## config.mk

```make
export PLATFORM = sky130hd
export DESIGN_NAME = dpi_init_seq
export DESIGN_NICKNAME = d
export VERILOG_FILES = /design/src/include/dpi_pkg.sv /design/src/rtl/dpi_init_seq.sv /design/src/rtl/dpi_count.sv /design/src/rtl/dpi_clkgen.sv
export SDC_FILE = /design/constraint.sdc
export NUM_CORES = 1
export LEC_CHECK = 0
export BUFFER_PORTS_ARGS = -buffer_cell sky130_fd_sc_hd__buf_2
export CORE_MARGIN = 5
export CORE_UTILIZATION = 40
export DETAILED_ROUTE_END_ITERATION = 10
export PLACE_DENSITY_LB_ADDON = 0.2
export SLEW_MARGIN = 0
export SYNTH_ARGS = -nofsm -noshare
export SYNTH_HDL_FRONTEND = slang
export SYNTH_HIERARCHICAL = 1
export SYNTH_SLANG_ARGS = --single-unit
```

## constraint.sdc

```tcl
create_clock -name clk -period 7.3 [get_ports clk]
set_input_delay 0.73 -clock clk [delete_from_list [all_inputs] [get_ports clk]]
set_output_delay 0.73 -clock clk [all_outputs]
set_load 0.03 [all_outputs]
```

## src/include/dpi_pkg.sv

```systemverilog
// Package of timing constants and command codes for the memory init sequencer
// Function
// Hold chip reset low at least 200 us after supply ramp completes.
// Drive clock gate low at least 10 ns before releasing chip reset.
// Keep clock gate low at least 2 ms after reset release.
// Run command clock stably at least 5 cycles before raising clock gate.
// Hold select strobe low while raising clock gate.
// Wait at least 2 us after clock gate high before mode register access.
// Pre-training mode register accesses use boot clock period of 18 ns or longer.
// Write drive and termination settings before issuing calibration start.
// Devices sharing one calibration resistor calibrate strictly one after another.
// Wait at least 1 us after calibration start, then issue latch.
// After latch stay quiet for larger of 30 ns and 8 clocks.
// Command bus training, entered by mode register write, precedes fast clocking.
// Memory returns command training results on data bus, unstrobed.
// Write leveling follows, enabled by mode register two bit 7.
// Data bus training follows write leveling, still at boot clock.
// Read calibration with internal FIFO commands leaves array contents intact.
// After training, memory accepts any command; write remaining mode registers. The sequencer idles in ST_READY and writes none.
// Training steps after latch are optional and their order may vary.
// Warm reset: hold reset at least 100 ns, gate low 10 ns before.
// Controlled power-off holds clock gate low; memory outputs stay high impedance.
// Derive each minimum wait from own-clock counters rounded up.
package dpi_pkg;
    localparam int CLK_PERIOD_NS = 100;
    localparam int RAMP_TO_RELEASE_WAIT_US = 200;
    localparam int GATE_LOW_BEFORE_RELEASE_NS = 10;
    localparam int RELEASE_TO_GATE_WAIT_MS = 2;
    localparam int STABLE_CLOCK_WAIT_TCK = 5;
    localparam int GATE_TO_FIRST_CMD_WAIT_US = 2;
    localparam int IMPEDANCE_CAL_TIME_US = 1;
    localparam int CAL_LATCH_QUIET_TIME_NS = 30;
    localparam int CAL_LATCH_QUIET_TCK = 8;
    localparam int WARM_CLEAR_PULSE_WIDTH_NS = 100;
    localparam int BOOT_CLOCK_PERIOD_NS = 18;
    // Cycle counts, rounded up
    localparam int RAMP_CYC = (RAMP_TO_RELEASE_WAIT_US * 1000 + CLK_PERIOD_NS - 1) / CLK_PERIOD_NS;
    localparam int GATE_LOW_CYC_RAW = (GATE_LOW_BEFORE_RELEASE_NS + CLK_PERIOD_NS - 1) / CLK_PERIOD_NS;
    localparam int GATE_LOW_CYC = GATE_LOW_CYC_RAW < 1 ? 1 : GATE_LOW_CYC_RAW;
    localparam int RELEASE_CYC = (RELEASE_TO_GATE_WAIT_MS * 1000000 + CLK_PERIOD_NS - 1)
                                 / CLK_PERIOD_NS;
    localparam int FIRST_CMD_CYC = (GATE_TO_FIRST_CMD_WAIT_US * 1000 + CLK_PERIOD_NS - 1)
                                   / CLK_PERIOD_NS;
    localparam int IMPEDANCE_CALIBRATION_CYC = (IMPEDANCE_CAL_TIME_US * 1000 + CLK_PERIOD_NS - 1) / CLK_PERIOD_NS;
    localparam int WARM_CYC_RAW = (WARM_CLEAR_PULSE_WIDTH_NS + CLK_PERIOD_NS - 1) / CLK_PERIOD_NS;
    localparam int WARM_CYC = WARM_CYC_RAW < 1 ? 1 : WARM_CYC_RAW;
    // Memory clock runs at half the block clock
    localparam int MCLK_DIV = 2;
    localparam int MCLK_PERIOD_NS = CLK_PERIOD_NS * MCLK_DIV;
    localparam int LATCH_NS_CYC = (CAL_LATCH_QUIET_TIME_NS + CLK_PERIOD_NS - 1) / CLK_PERIOD_NS;
    localparam int LATCH_TCK_CYC = CAL_LATCH_QUIET_TCK * MCLK_DIV;
    localparam int LATCH_CYC = LATCH_NS_CYC > LATCH_TCK_CYC ? LATCH_NS_CYC : LATCH_TCK_CYC;
    localparam int STABLE_CYC = STABLE_CLOCK_WAIT_TCK * MCLK_DIV;
    localparam int CNT_W = 24;

    // Command codes on the host command bus
    localparam logic [3:0] CMD_NONE     = 4'h0;
    localparam logic [3:0] CMD_MRW      = 4'h1;
    localparam logic [3:0] CMD_MRR      = 4'h2;
    localparam logic [3:0] CMD_ZQ_START = 4'h3;
    localparam logic [3:0] CMD_ZQ_LATCH = 4'h4;
    localparam logic [3:0] CMD_MPC      = 4'h5;
    // Mode register addresses and fields used by the sequence
    localparam logic [5:0] MR_DRIVE   = 6'h03;
    localparam logic [5:0] MR_ODT     = 6'h0b;
    localparam logic [5:0] MR_TWO     = 6'h02;
    localparam logic [5:0] MR_CBT     = 6'h0d;
    localparam logic [5:0] MR_DQ_REF  = 6'h0e;
    localparam int         MR2_WRLEV_BIT = 7;
    localparam logic [7:0] MR_CBT_ON  = 8'h01;
    localparam logic [7:0] MR_CBT_OFF = 8'h00;
    localparam logic [7:0] MPC_RD_CAL = 8'h43;

    typedef enum logic [4:0] {
        ST_RAMP_HOLD, ST_GATE_SETUP, ST_RELEASE_WAIT, ST_GATE_RISE, ST_FIRST_CMD_WAIT,
        ST_WR_DRIVE, ST_WR_ODT, ST_CAL_GRANT, ST_CAL_START, ST_CAL_WAIT, ST_CAL_LATCH,
        ST_LATCH_QUIET, ST_CBT_ON, ST_CBT_RUN, ST_CBT_OFF, ST_WRLEV_ON, ST_WRLEV_RUN,
        ST_WRLEV_OFF, ST_DQ_REF, ST_DQ_TRAIN, ST_READY, ST_WARM_HOLD, ST_POWER_OFF
    } dpi_state_type;
endpackage

```

## src/rtl/dpi_init_seq.sv

```systemverilog
`timescale 1ns/1ps
// Host-side power-up, warm reset and power-off sequencer for the memory die
module dpi_init_seq
    import dpi_pkg::*;
#(
    parameter int RAMP_CYCLES    = dpi_pkg::RAMP_CYC,
    parameter int RELEASE_CYCLES = dpi_pkg::RELEASE_CYC,
    parameter int TRAIN_CYCLES   = 16,
    parameter bit DO_CBT         = 1'b1,
    parameter bit DO_WRLEV       = 1'b1,
    parameter bit DO_DQ_TRAIN    = 1'b1
) (
    input  wire logic       clk,
    input  wire logic       rst_b,
    input  wire logic       power_good,
    input  wire logic       warm_reset_req,
    input  wire logic       power_off_req,
    input  wire logic       cal_grant,
    output logic            cal_req,
    output logic            diff_clock_true,
    output logic            diff_clock_comp,
    output logic            mem_reset_b,
    output logic            clock_gate,
    output logic            select_strobe,
    output logic [3:0]      cmd_code,
    output logic [5:0]      cmd_addr,
    output logic [7:0]      cmd_data,
    output logic            cmd_valid,
    output logic            fast_clock_ok,
    output logic            init_done,
    output logic            powered_off
);
    import dpi_pkg::*;

    dpi_state_type    state;
    logic             clk_run;
    logic             mclk;
    logic             mclk_rise;
    logic             tmr_load;
    logic [CNT_W-1:0] tmr_value;
    logic             tmr_done;
    logic [7:0]       stable_cnt;
    logic [2:0]       pg_sync;
    logic [2:0]       warm_sync;
    logic [2:0]       off_sync;
    logic [1:0]       grant_sync;
    logic             warm_edge;

    function automatic logic [CNT_W-1:0] cyc(input int n);
        cyc = CNT_W'(n);
    endfunction

    // Asynchronous requests pass two flops before use
    always_ff @(posedge clk) begin
        if (!rst_b) begin
            pg_sync    <= 3'h0;
            warm_sync  <= 3'h0;
            off_sync   <= 3'h0;
            grant_sync <= 2'h0;
        end else begin
            pg_sync    <= {pg_sync[1:0], power_good};
            warm_sync  <= {warm_sync[1:0], warm_reset_req};
            off_sync   <= {off_sync[1:0], power_off_req};
            grant_sync <= {grant_sync[0], cal_grant};
        end
    end
    assign warm_edge = warm_sync[1] && !warm_sync[2];

    dpi_clkgen #(
        .DIV       (MCLK_DIV)
    ) dpi_clkgen_inst (
        .clk       (clk),
        .rst_b     (rst_b),
        .run       (clk_run),
        .mclk      (mclk),
        .mclk_rise (mclk_rise)
    );

    dpi_count #(
        .WIDTH (CNT_W)
    ) dpi_count_inst (
        .clk   (clk),
        .rst_b (rst_b),
        .load  (tmr_load),
        .value (tmr_value),
        .done  (tmr_done)
    );

    // Memory clock rising edges counted since the divider started, saturating at 255
    always_ff @(posedge clk) begin
        if (!rst_b || !clk_run) begin
            stable_cnt <= 8'h00;
        end else if (mclk_rise && stable_cnt != 8'hff) begin
            stable_cnt <= stable_cnt + 8'h01;
        end
    end

    // Main sequence; timer is reloaded on every state change
    always_ff @(posedge clk) begin
        if (!rst_b) begin
            state <= ST_RAMP_HOLD;
        end else if (off_sync[1] && state != ST_POWER_OFF) begin
            state <= ST_POWER_OFF;
        end else if (warm_edge && state != ST_POWER_OFF && state != ST_RAMP_HOLD) begin
            state <= ST_WARM_HOLD;
        end else begin
            unique case (state)
                ST_RAMP_HOLD:      if (pg_sync[1] && tmr_done) state <= ST_GATE_SETUP;
                ST_WARM_HOLD:      if (tmr_done) state <= ST_GATE_SETUP;
                ST_GATE_SETUP:     if (tmr_done) state <= ST_RELEASE_WAIT;
                ST_RELEASE_WAIT:   if (tmr_done) state <= ST_GATE_RISE;
                ST_GATE_RISE:      if (stable_cnt >= 8'(STABLE_CYC / MCLK_DIV))
                                       state <= ST_FIRST_CMD_WAIT;
                ST_FIRST_CMD_WAIT: if (tmr_done) state <= ST_WR_DRIVE;
                ST_WR_DRIVE:       state <= ST_WR_ODT;
                ST_WR_ODT:         state <= ST_CAL_GRANT;
                ST_CAL_GRANT:      if (grant_sync[1]) state <= ST_CAL_START;
                ST_CAL_START:      state <= ST_CAL_WAIT;
                ST_CAL_WAIT:       if (tmr_done) state <= ST_CAL_LATCH;
                ST_CAL_LATCH:      state <= ST_LATCH_QUIET;
                ST_LATCH_QUIET: begin
                    if (tmr_done) begin
                        // Training steps are optional per build, see
                        if (DO_CBT) begin
                            state <= ST_CBT_ON;
                        end else if (DO_WRLEV) begin
                            state <= ST_WRLEV_ON;
                        end else if (DO_DQ_TRAIN) begin
                            state <= ST_DQ_REF;
                        end else begin
                            state <= ST_READY;
                        end
                    end
                end
                ST_CBT_ON:         state <= ST_CBT_RUN;
                ST_CBT_RUN:        if (tmr_done) state <= ST_CBT_OFF;
                ST_CBT_OFF: begin
                    if (DO_WRLEV) begin
                        state <= ST_WRLEV_ON;
                    end else if (DO_DQ_TRAIN) begin
                        state <= ST_DQ_REF;
                    end else begin
                        state <= ST_READY;
                    end
                end
                ST_WRLEV_ON:       state <= ST_WRLEV_RUN;
                ST_WRLEV_RUN:      if (tmr_done) state <= ST_WRLEV_OFF;
                ST_WRLEV_OFF:      state <= DO_DQ_TRAIN ? ST_DQ_REF : ST_READY;
                ST_DQ_REF:         state <= ST_DQ_TRAIN;
                ST_DQ_TRAIN:       if (tmr_done) state <= ST_READY;
                ST_READY:          state <= ST_READY;
                ST_POWER_OFF:      if (!off_sync[1]) state <= ST_WARM_HOLD;
                default:           state <= ST_RAMP_HOLD;
            endcase
        end
    end

    // Each wait is a rounded-up cycle count, see
    always_comb begin
        tmr_value = cyc(0);
        unique case (state)
            ST_RAMP_HOLD:      tmr_value = cyc(RAMP_CYCLES);
            ST_WARM_HOLD:      tmr_value = cyc(WARM_CYC);
            ST_GATE_SETUP:     tmr_value = cyc(GATE_LOW_CYC);
            ST_RELEASE_WAIT:   tmr_value = cyc(RELEASE_CYCLES);
            ST_FIRST_CMD_WAIT: tmr_value = cyc(FIRST_CMD_CYC);
            ST_CAL_WAIT:       tmr_value = cyc(IMPEDANCE_CALIBRATION_CYC);
            ST_LATCH_QUIET:    tmr_value = cyc(LATCH_CYC);
            ST_CBT_RUN, ST_WRLEV_RUN, ST_DQ_TRAIN: tmr_value = cyc(TRAIN_CYCLES);
            default:           tmr_value = cyc(0);
        endcase
    end

    // Load on entry to each timed state
    dpi_state_type prev_state;
    always_ff @(posedge clk) begin
        if (!rst_b) begin
            prev_state <= ST_POWER_OFF;
        end else begin
            prev_state <= state;
        end
    end
    // Ramp wait starts only once supply good is seen, see
    assign tmr_load = (prev_state != state) || (state == ST_RAMP_HOLD && !pg_sync[1]);

    // Pin drive
    assign clk_run = state != ST_RAMP_HOLD && state != ST_WARM_HOLD && state != ST_POWER_OFF;

    always_ff @(posedge clk) begin
        if (!rst_b) begin
            mem_reset_b <= 1'b0;
            clock_gate  <= 1'b0;
        end else begin
            // Reset released only after the gate-low setup elapsed, see
            mem_reset_b <= !(state == ST_RAMP_HOLD || state == ST_WARM_HOLD
                             || state == ST_GATE_SETUP || state == ST_POWER_OFF);
            // Gate held low through power-off, see
            clock_gate  <= !(state == ST_RAMP_HOLD || state == ST_WARM_HOLD
                             || state == ST_GATE_SETUP || state == ST_RELEASE_WAIT
                             || state == ST_GATE_RISE || state == ST_POWER_OFF);
        end
    end

    always_ff @(posedge clk) begin
        if (!rst_b) begin
            cmd_valid <= 1'b0;
            cmd_code  <= CMD_NONE;
            cmd_addr  <= 6'h00;
            cmd_data  <= 8'h00;
            cal_req   <= 1'b0;
        end else begin
            cmd_valid <= 1'b1;
            cmd_addr  <= 6'h00;
            cmd_data  <= 8'h00;
            // Serialise shared-resistor calibration, see
            cal_req   <= state == ST_CAL_GRANT || state == ST_CAL_START
                         || state == ST_CAL_WAIT || state == ST_CAL_LATCH;
            unique case (state)
                ST_WR_DRIVE:  begin cmd_code <= CMD_MRW; cmd_addr <= MR_DRIVE; end
                ST_WR_ODT:    begin cmd_code <= CMD_MRW; cmd_addr <= MR_ODT; end
                ST_CAL_START: cmd_code <= CMD_ZQ_START;
                ST_CAL_LATCH: cmd_code <= CMD_ZQ_LATCH;
                ST_CBT_ON:    begin cmd_code <= CMD_MRW; cmd_addr <= MR_CBT;
                              cmd_data <= MR_CBT_ON; end
                ST_CBT_OFF:   begin cmd_code <= CMD_MRW; cmd_addr <= MR_CBT;
                              cmd_data <= MR_CBT_OFF; end
                ST_WRLEV_ON:  begin cmd_code <= CMD_MRW; cmd_addr <= MR_TWO;
                              cmd_data <= 8'(1 << MR2_WRLEV_BIT); end
                ST_WRLEV_OFF: begin cmd_code <= CMD_MRW; cmd_addr <= MR_TWO; end
                ST_DQ_REF:    begin cmd_code <= CMD_MRW; cmd_addr <= MR_DQ_REF; end
                ST_DQ_TRAIN:  begin cmd_code <= CMD_MPC; cmd_data <= MPC_RD_CAL; end
                default: begin
                    cmd_code  <= CMD_NONE;
                    cmd_valid <= 1'b0;
                end
            endcase
        end
    end

    // Select strobe only pulses with a command; low while gate rises, see
    assign select_strobe   = cmd_valid;
    assign diff_clock_true = mclk;
    assign diff_clock_comp = clk_run ? !mclk : 1'b0;
    // Boot clock period fixed by divider; fast clock allowed only after training, see
    assign fast_clock_ok   = state == ST_READY && MCLK_PERIOD_NS >= BOOT_CLOCK_PERIOD_NS;
    assign init_done       = state == ST_READY;
    assign powered_off     = state == ST_POWER_OFF;
endmodule

```

## src/rtl/dpi_count.sv

```systemverilog
`timescale 1ns/1ps
// Loadable down-counter that flags when a minimum wait has elapsed
module dpi_count #(
    parameter int WIDTH = 24
) (
    input  wire logic             clk,
    input  wire logic             rst_b,
    input  wire logic             load,
    input  wire logic [WIDTH-1:0] value,
    output logic                  done
);
    logic [WIDTH-1:0] count;

    always_ff @(posedge clk) begin
        if (!rst_b) begin
            count <= '0;
        end else if (load) begin
            count <= value;
        end else if (count != '0) begin
            count <= count - 1'b1;
        end
    end

    assign done = (count == '0) && !load;
endmodule

```

## src/rtl/dpi_clkgen.sv

```systemverilog
`timescale 1ns/1ps
// Divider for the memory command clock with a rising-edge strobe
module dpi_clkgen #(
    parameter int DIV = 2
) (
    input  wire logic clk,
    input  wire logic rst_b,
    input  wire logic run,
    output logic      mclk,
    output logic      mclk_rise
);
    logic [7:0] phase;

    always_ff @(posedge clk) begin
        if (!rst_b || !run) begin
            phase <= 8'h00;
            mclk  <= 1'b0;
        end else if (phase == 8'(DIV / 2 - 1)) begin
            phase <= 8'h00;
            mclk  <= !mclk;
        end else begin
            phase <= phase + 8'h01;
        end
    end

    assign mclk_rise = run && !mclk && (phase == 8'(DIV / 2 - 1));
endmodule

```

==> results.toml <==
[place]
dp_hpwl_mm = 6.47
numPortBuffers = 26
placed_area_um2 = 4230
gp_congestion = 0.856

[global_route]
track_usage = 0.156
grt_max_degree = 38
grt_pass1_wl_mm = 16.0
antenna_found_initial = 0
grt_overflow = 0
grt_pass1_vias = 3305

[synth]
ys_ff_latch = 74
syn_area_per_cell_um2 = 8.47
synthFlopType = "dfxtp_1"
synth_edf_count = 0
ys_warn_count = 6
ys_seq_area_frac = 0.365
synthDistinctLibCells = 69
synth_area_um2 = 4060
syn_inst = 479
synthArstFlopShare = 0

[clocking]
clk_latency_ns = 0.35
numClockSinks = 74
clock-root-buffer = "clkbuf_8"
cts_buffer_depth = 2
post_cts_buffers = 0
tritoncts = "built"
htreeDepth = 3
clk_pin_slew_ns = 0.09
ctsResizeCount = 0
holdBufCountCts = 0
cts_inserted_buffers = 9

[finish]
final_util = 0.456
syn_to_final_growth_pct = 10.5
design_area_um2 = 4480
diodes = 0
layout_common_cells = "dfxtp_1 (74), nor2_1 (56), nand2_1 (26), a21oi_1 (26), buf_2 (26)"
final_common_cell = "dfxtp_1"
final_nets = 519
drive_gt1_frac = 0.124

[critical_path]
start_kind = "flop"
crit_fanout = 29
endpoint_kind = "flop"
critPathArrivalTime_ns = 4.06
worstSetupPathType = "reg -> reg"
required_ns = 7.53
r2r_setup_slack_ns = 3.46

[detailed_routing]
ant_nets = 0
wirelength_mm = 9.29
dr_total_vias = 3489
vias_per_cell = 5.45
wl_per_cell_um = 14.5
drtPass1Iterations = 6
first_iter_violations = 192
drc_errors = 0

[sta]
fmax_mhz = 261
maxSlewHeadroom = 0.277
min_period_ns = 3.84
finalHoldViolCount = 0
skew_ns = 0.0106
hold_ws_ns = 0.438
rsz0062_at_grt = "no"
setup-violations-final = 0
post-route-period-util = 0.526
worstMarginPinSlew_ns = 1.08
setup-tns-final_ns = 0
slew_viol_final = 0

[die]
die_area_um2 = 12300
die_x_um = 111
start_util = 0.413
rows = 36
core_um2 = 9820
chipHeight_um = 111
io_pins = 34

[power_and_ir_drop]
internal_power_uw = 985
ir_worst_vdd_mv = 0.131
leakagePower_uw = 0.00177
p_comb_frac = 0.433
seq_power_share = 0.334
p_sw_frac = 0.421
powerDensity_nw_per_um2 = 380
pwr-share-clk = 0.232
p_sw_uw = 718

[min_path]
hold_path.class = "reg -> reg"

[run_status]
status = "finished, final reports clean"

[flow_run]
drv_cap = 0
path summary, 6_finish.rpt:
check | from | end | cells after the start
setup / recovery | state[3] | state[1] | 13
hold / removal | pg_sync[0] | pg_sync[1] | 1
setup reg to reg | state[3] | state[1] | 13
hold reg to reg | pg_sync[0] | pg_sync[1] | 1
metal layers:
metal | track usage | share of wire
met2 | 0.235 | 0.44
met1 | 0.217 | 0.50
met4 | 0.0649 | 0.018
met5 | 0 | 0
met3 | 0.0300 | 0.049
state kept, by name, indices dropped and copies added (netlist names), 2 cells and up:
register / cells
cmd_addr: 4
cmd_code: 3
cmd_data: 3
dpi_clkgen_inst/phase: 8
dpi_count_inst/count: 24
grant_sync: 2
off_sync: 2
pg_sync: 2
prev_state: 5
stable_cnt: 8
state: 5
warm_sync: 3
power groups by stage:
stage               logic, µW  registers, µW  clock network [µW]
floorplan                 592            560                   0
global placement          729            572                   0
detailed placement        729            574                   0
CTS                       734            566                 408
global route              816            582                 427
finish                    738            569                 396
cells by family after synthesis:
kind of cell | synth area share
AND/OR/NAND/NOR | 0.285
AO/OA/AOI/OAI | 0.197
flip-flops | 0.365
buffers and inverters | 0.0657
XOR/XNOR | 0.0475
adder cells (fa/ha/maj) | 0.0339
multiplexers | 0.00494
other | 0.000924
per-stage QoR:
| step | setup WS, ns | cells | power (µW) |
|---|---|---|---|
| final | 3.46 | 640 | 1700 |
| after global routing | 3.13 | 640 | 1830 |
| after CTS | 3.54 | 640 | 1710 |
| after detailed placement | 3.57 | 624 | 1300 |
| after global placement | 3.73 | 624 | 1300 |
| after floorplan | 4.36 | 496 | 1150 |
critical path, cell delays in order (launching register included):
cell and delay [ns]:
dfxtp_1 0.90, xor2_1 0.16, nor3_1 0.18, o2111ai_1 0.13, buf_4 0.23, nor3b_1 0.20, nand3_1 0.36, or2_1 0.42
inv_1 0.11, and2_1 0.14, o22ai_1 0.11, a32o_1 0.26, nor3_1 0.34, o221ai_1 0.16
cells in the mapped netlist, types with 4 or more instances:
library cell	instances	area, µm²
o31ai_1	5	37.5
nor2_1	56	210
nand2_1	26	97.6
xnor2_1	7	61.3
nor3_1	10	50.1
or4_1	6	45.0
o221ai_1	5	43.8
a21o_1	4	30.0
nor4_1	6	37.5
a31oi_1	7	43.8
nand4_1	9	56.3
buf_4	10	75.1
dfxtp_1	74	1480
ha_1	11	138
a32o_1	4	40.0
a21oi_1	26	130
buf_2	9	45.0
nand3_1	13	65.1
and2_1	18	113
xor2_1	15	131
a211oi_1	10	75.1
nand2b_1	11	68.8
clkbuf_1	10	37.5
inv_1	19	71.3
o21ai_0	15	75.1
nor2b_1	8	50.1
or3_1	11	68.8
a311oi_1	5	43.8
final cells by class:
cell class | count | area (µm²)
clock buffer | 9 | 124
clock inverter | 7 | 124
fill | 1020 | 5340
inverter | 20 | 75.1
multi-input combinational | 370 | 2370
sequential | 74 | 1480
tap | 133 | 166
timing repair buffer | 27 | 138
Power figures use the tool's default switching activity.
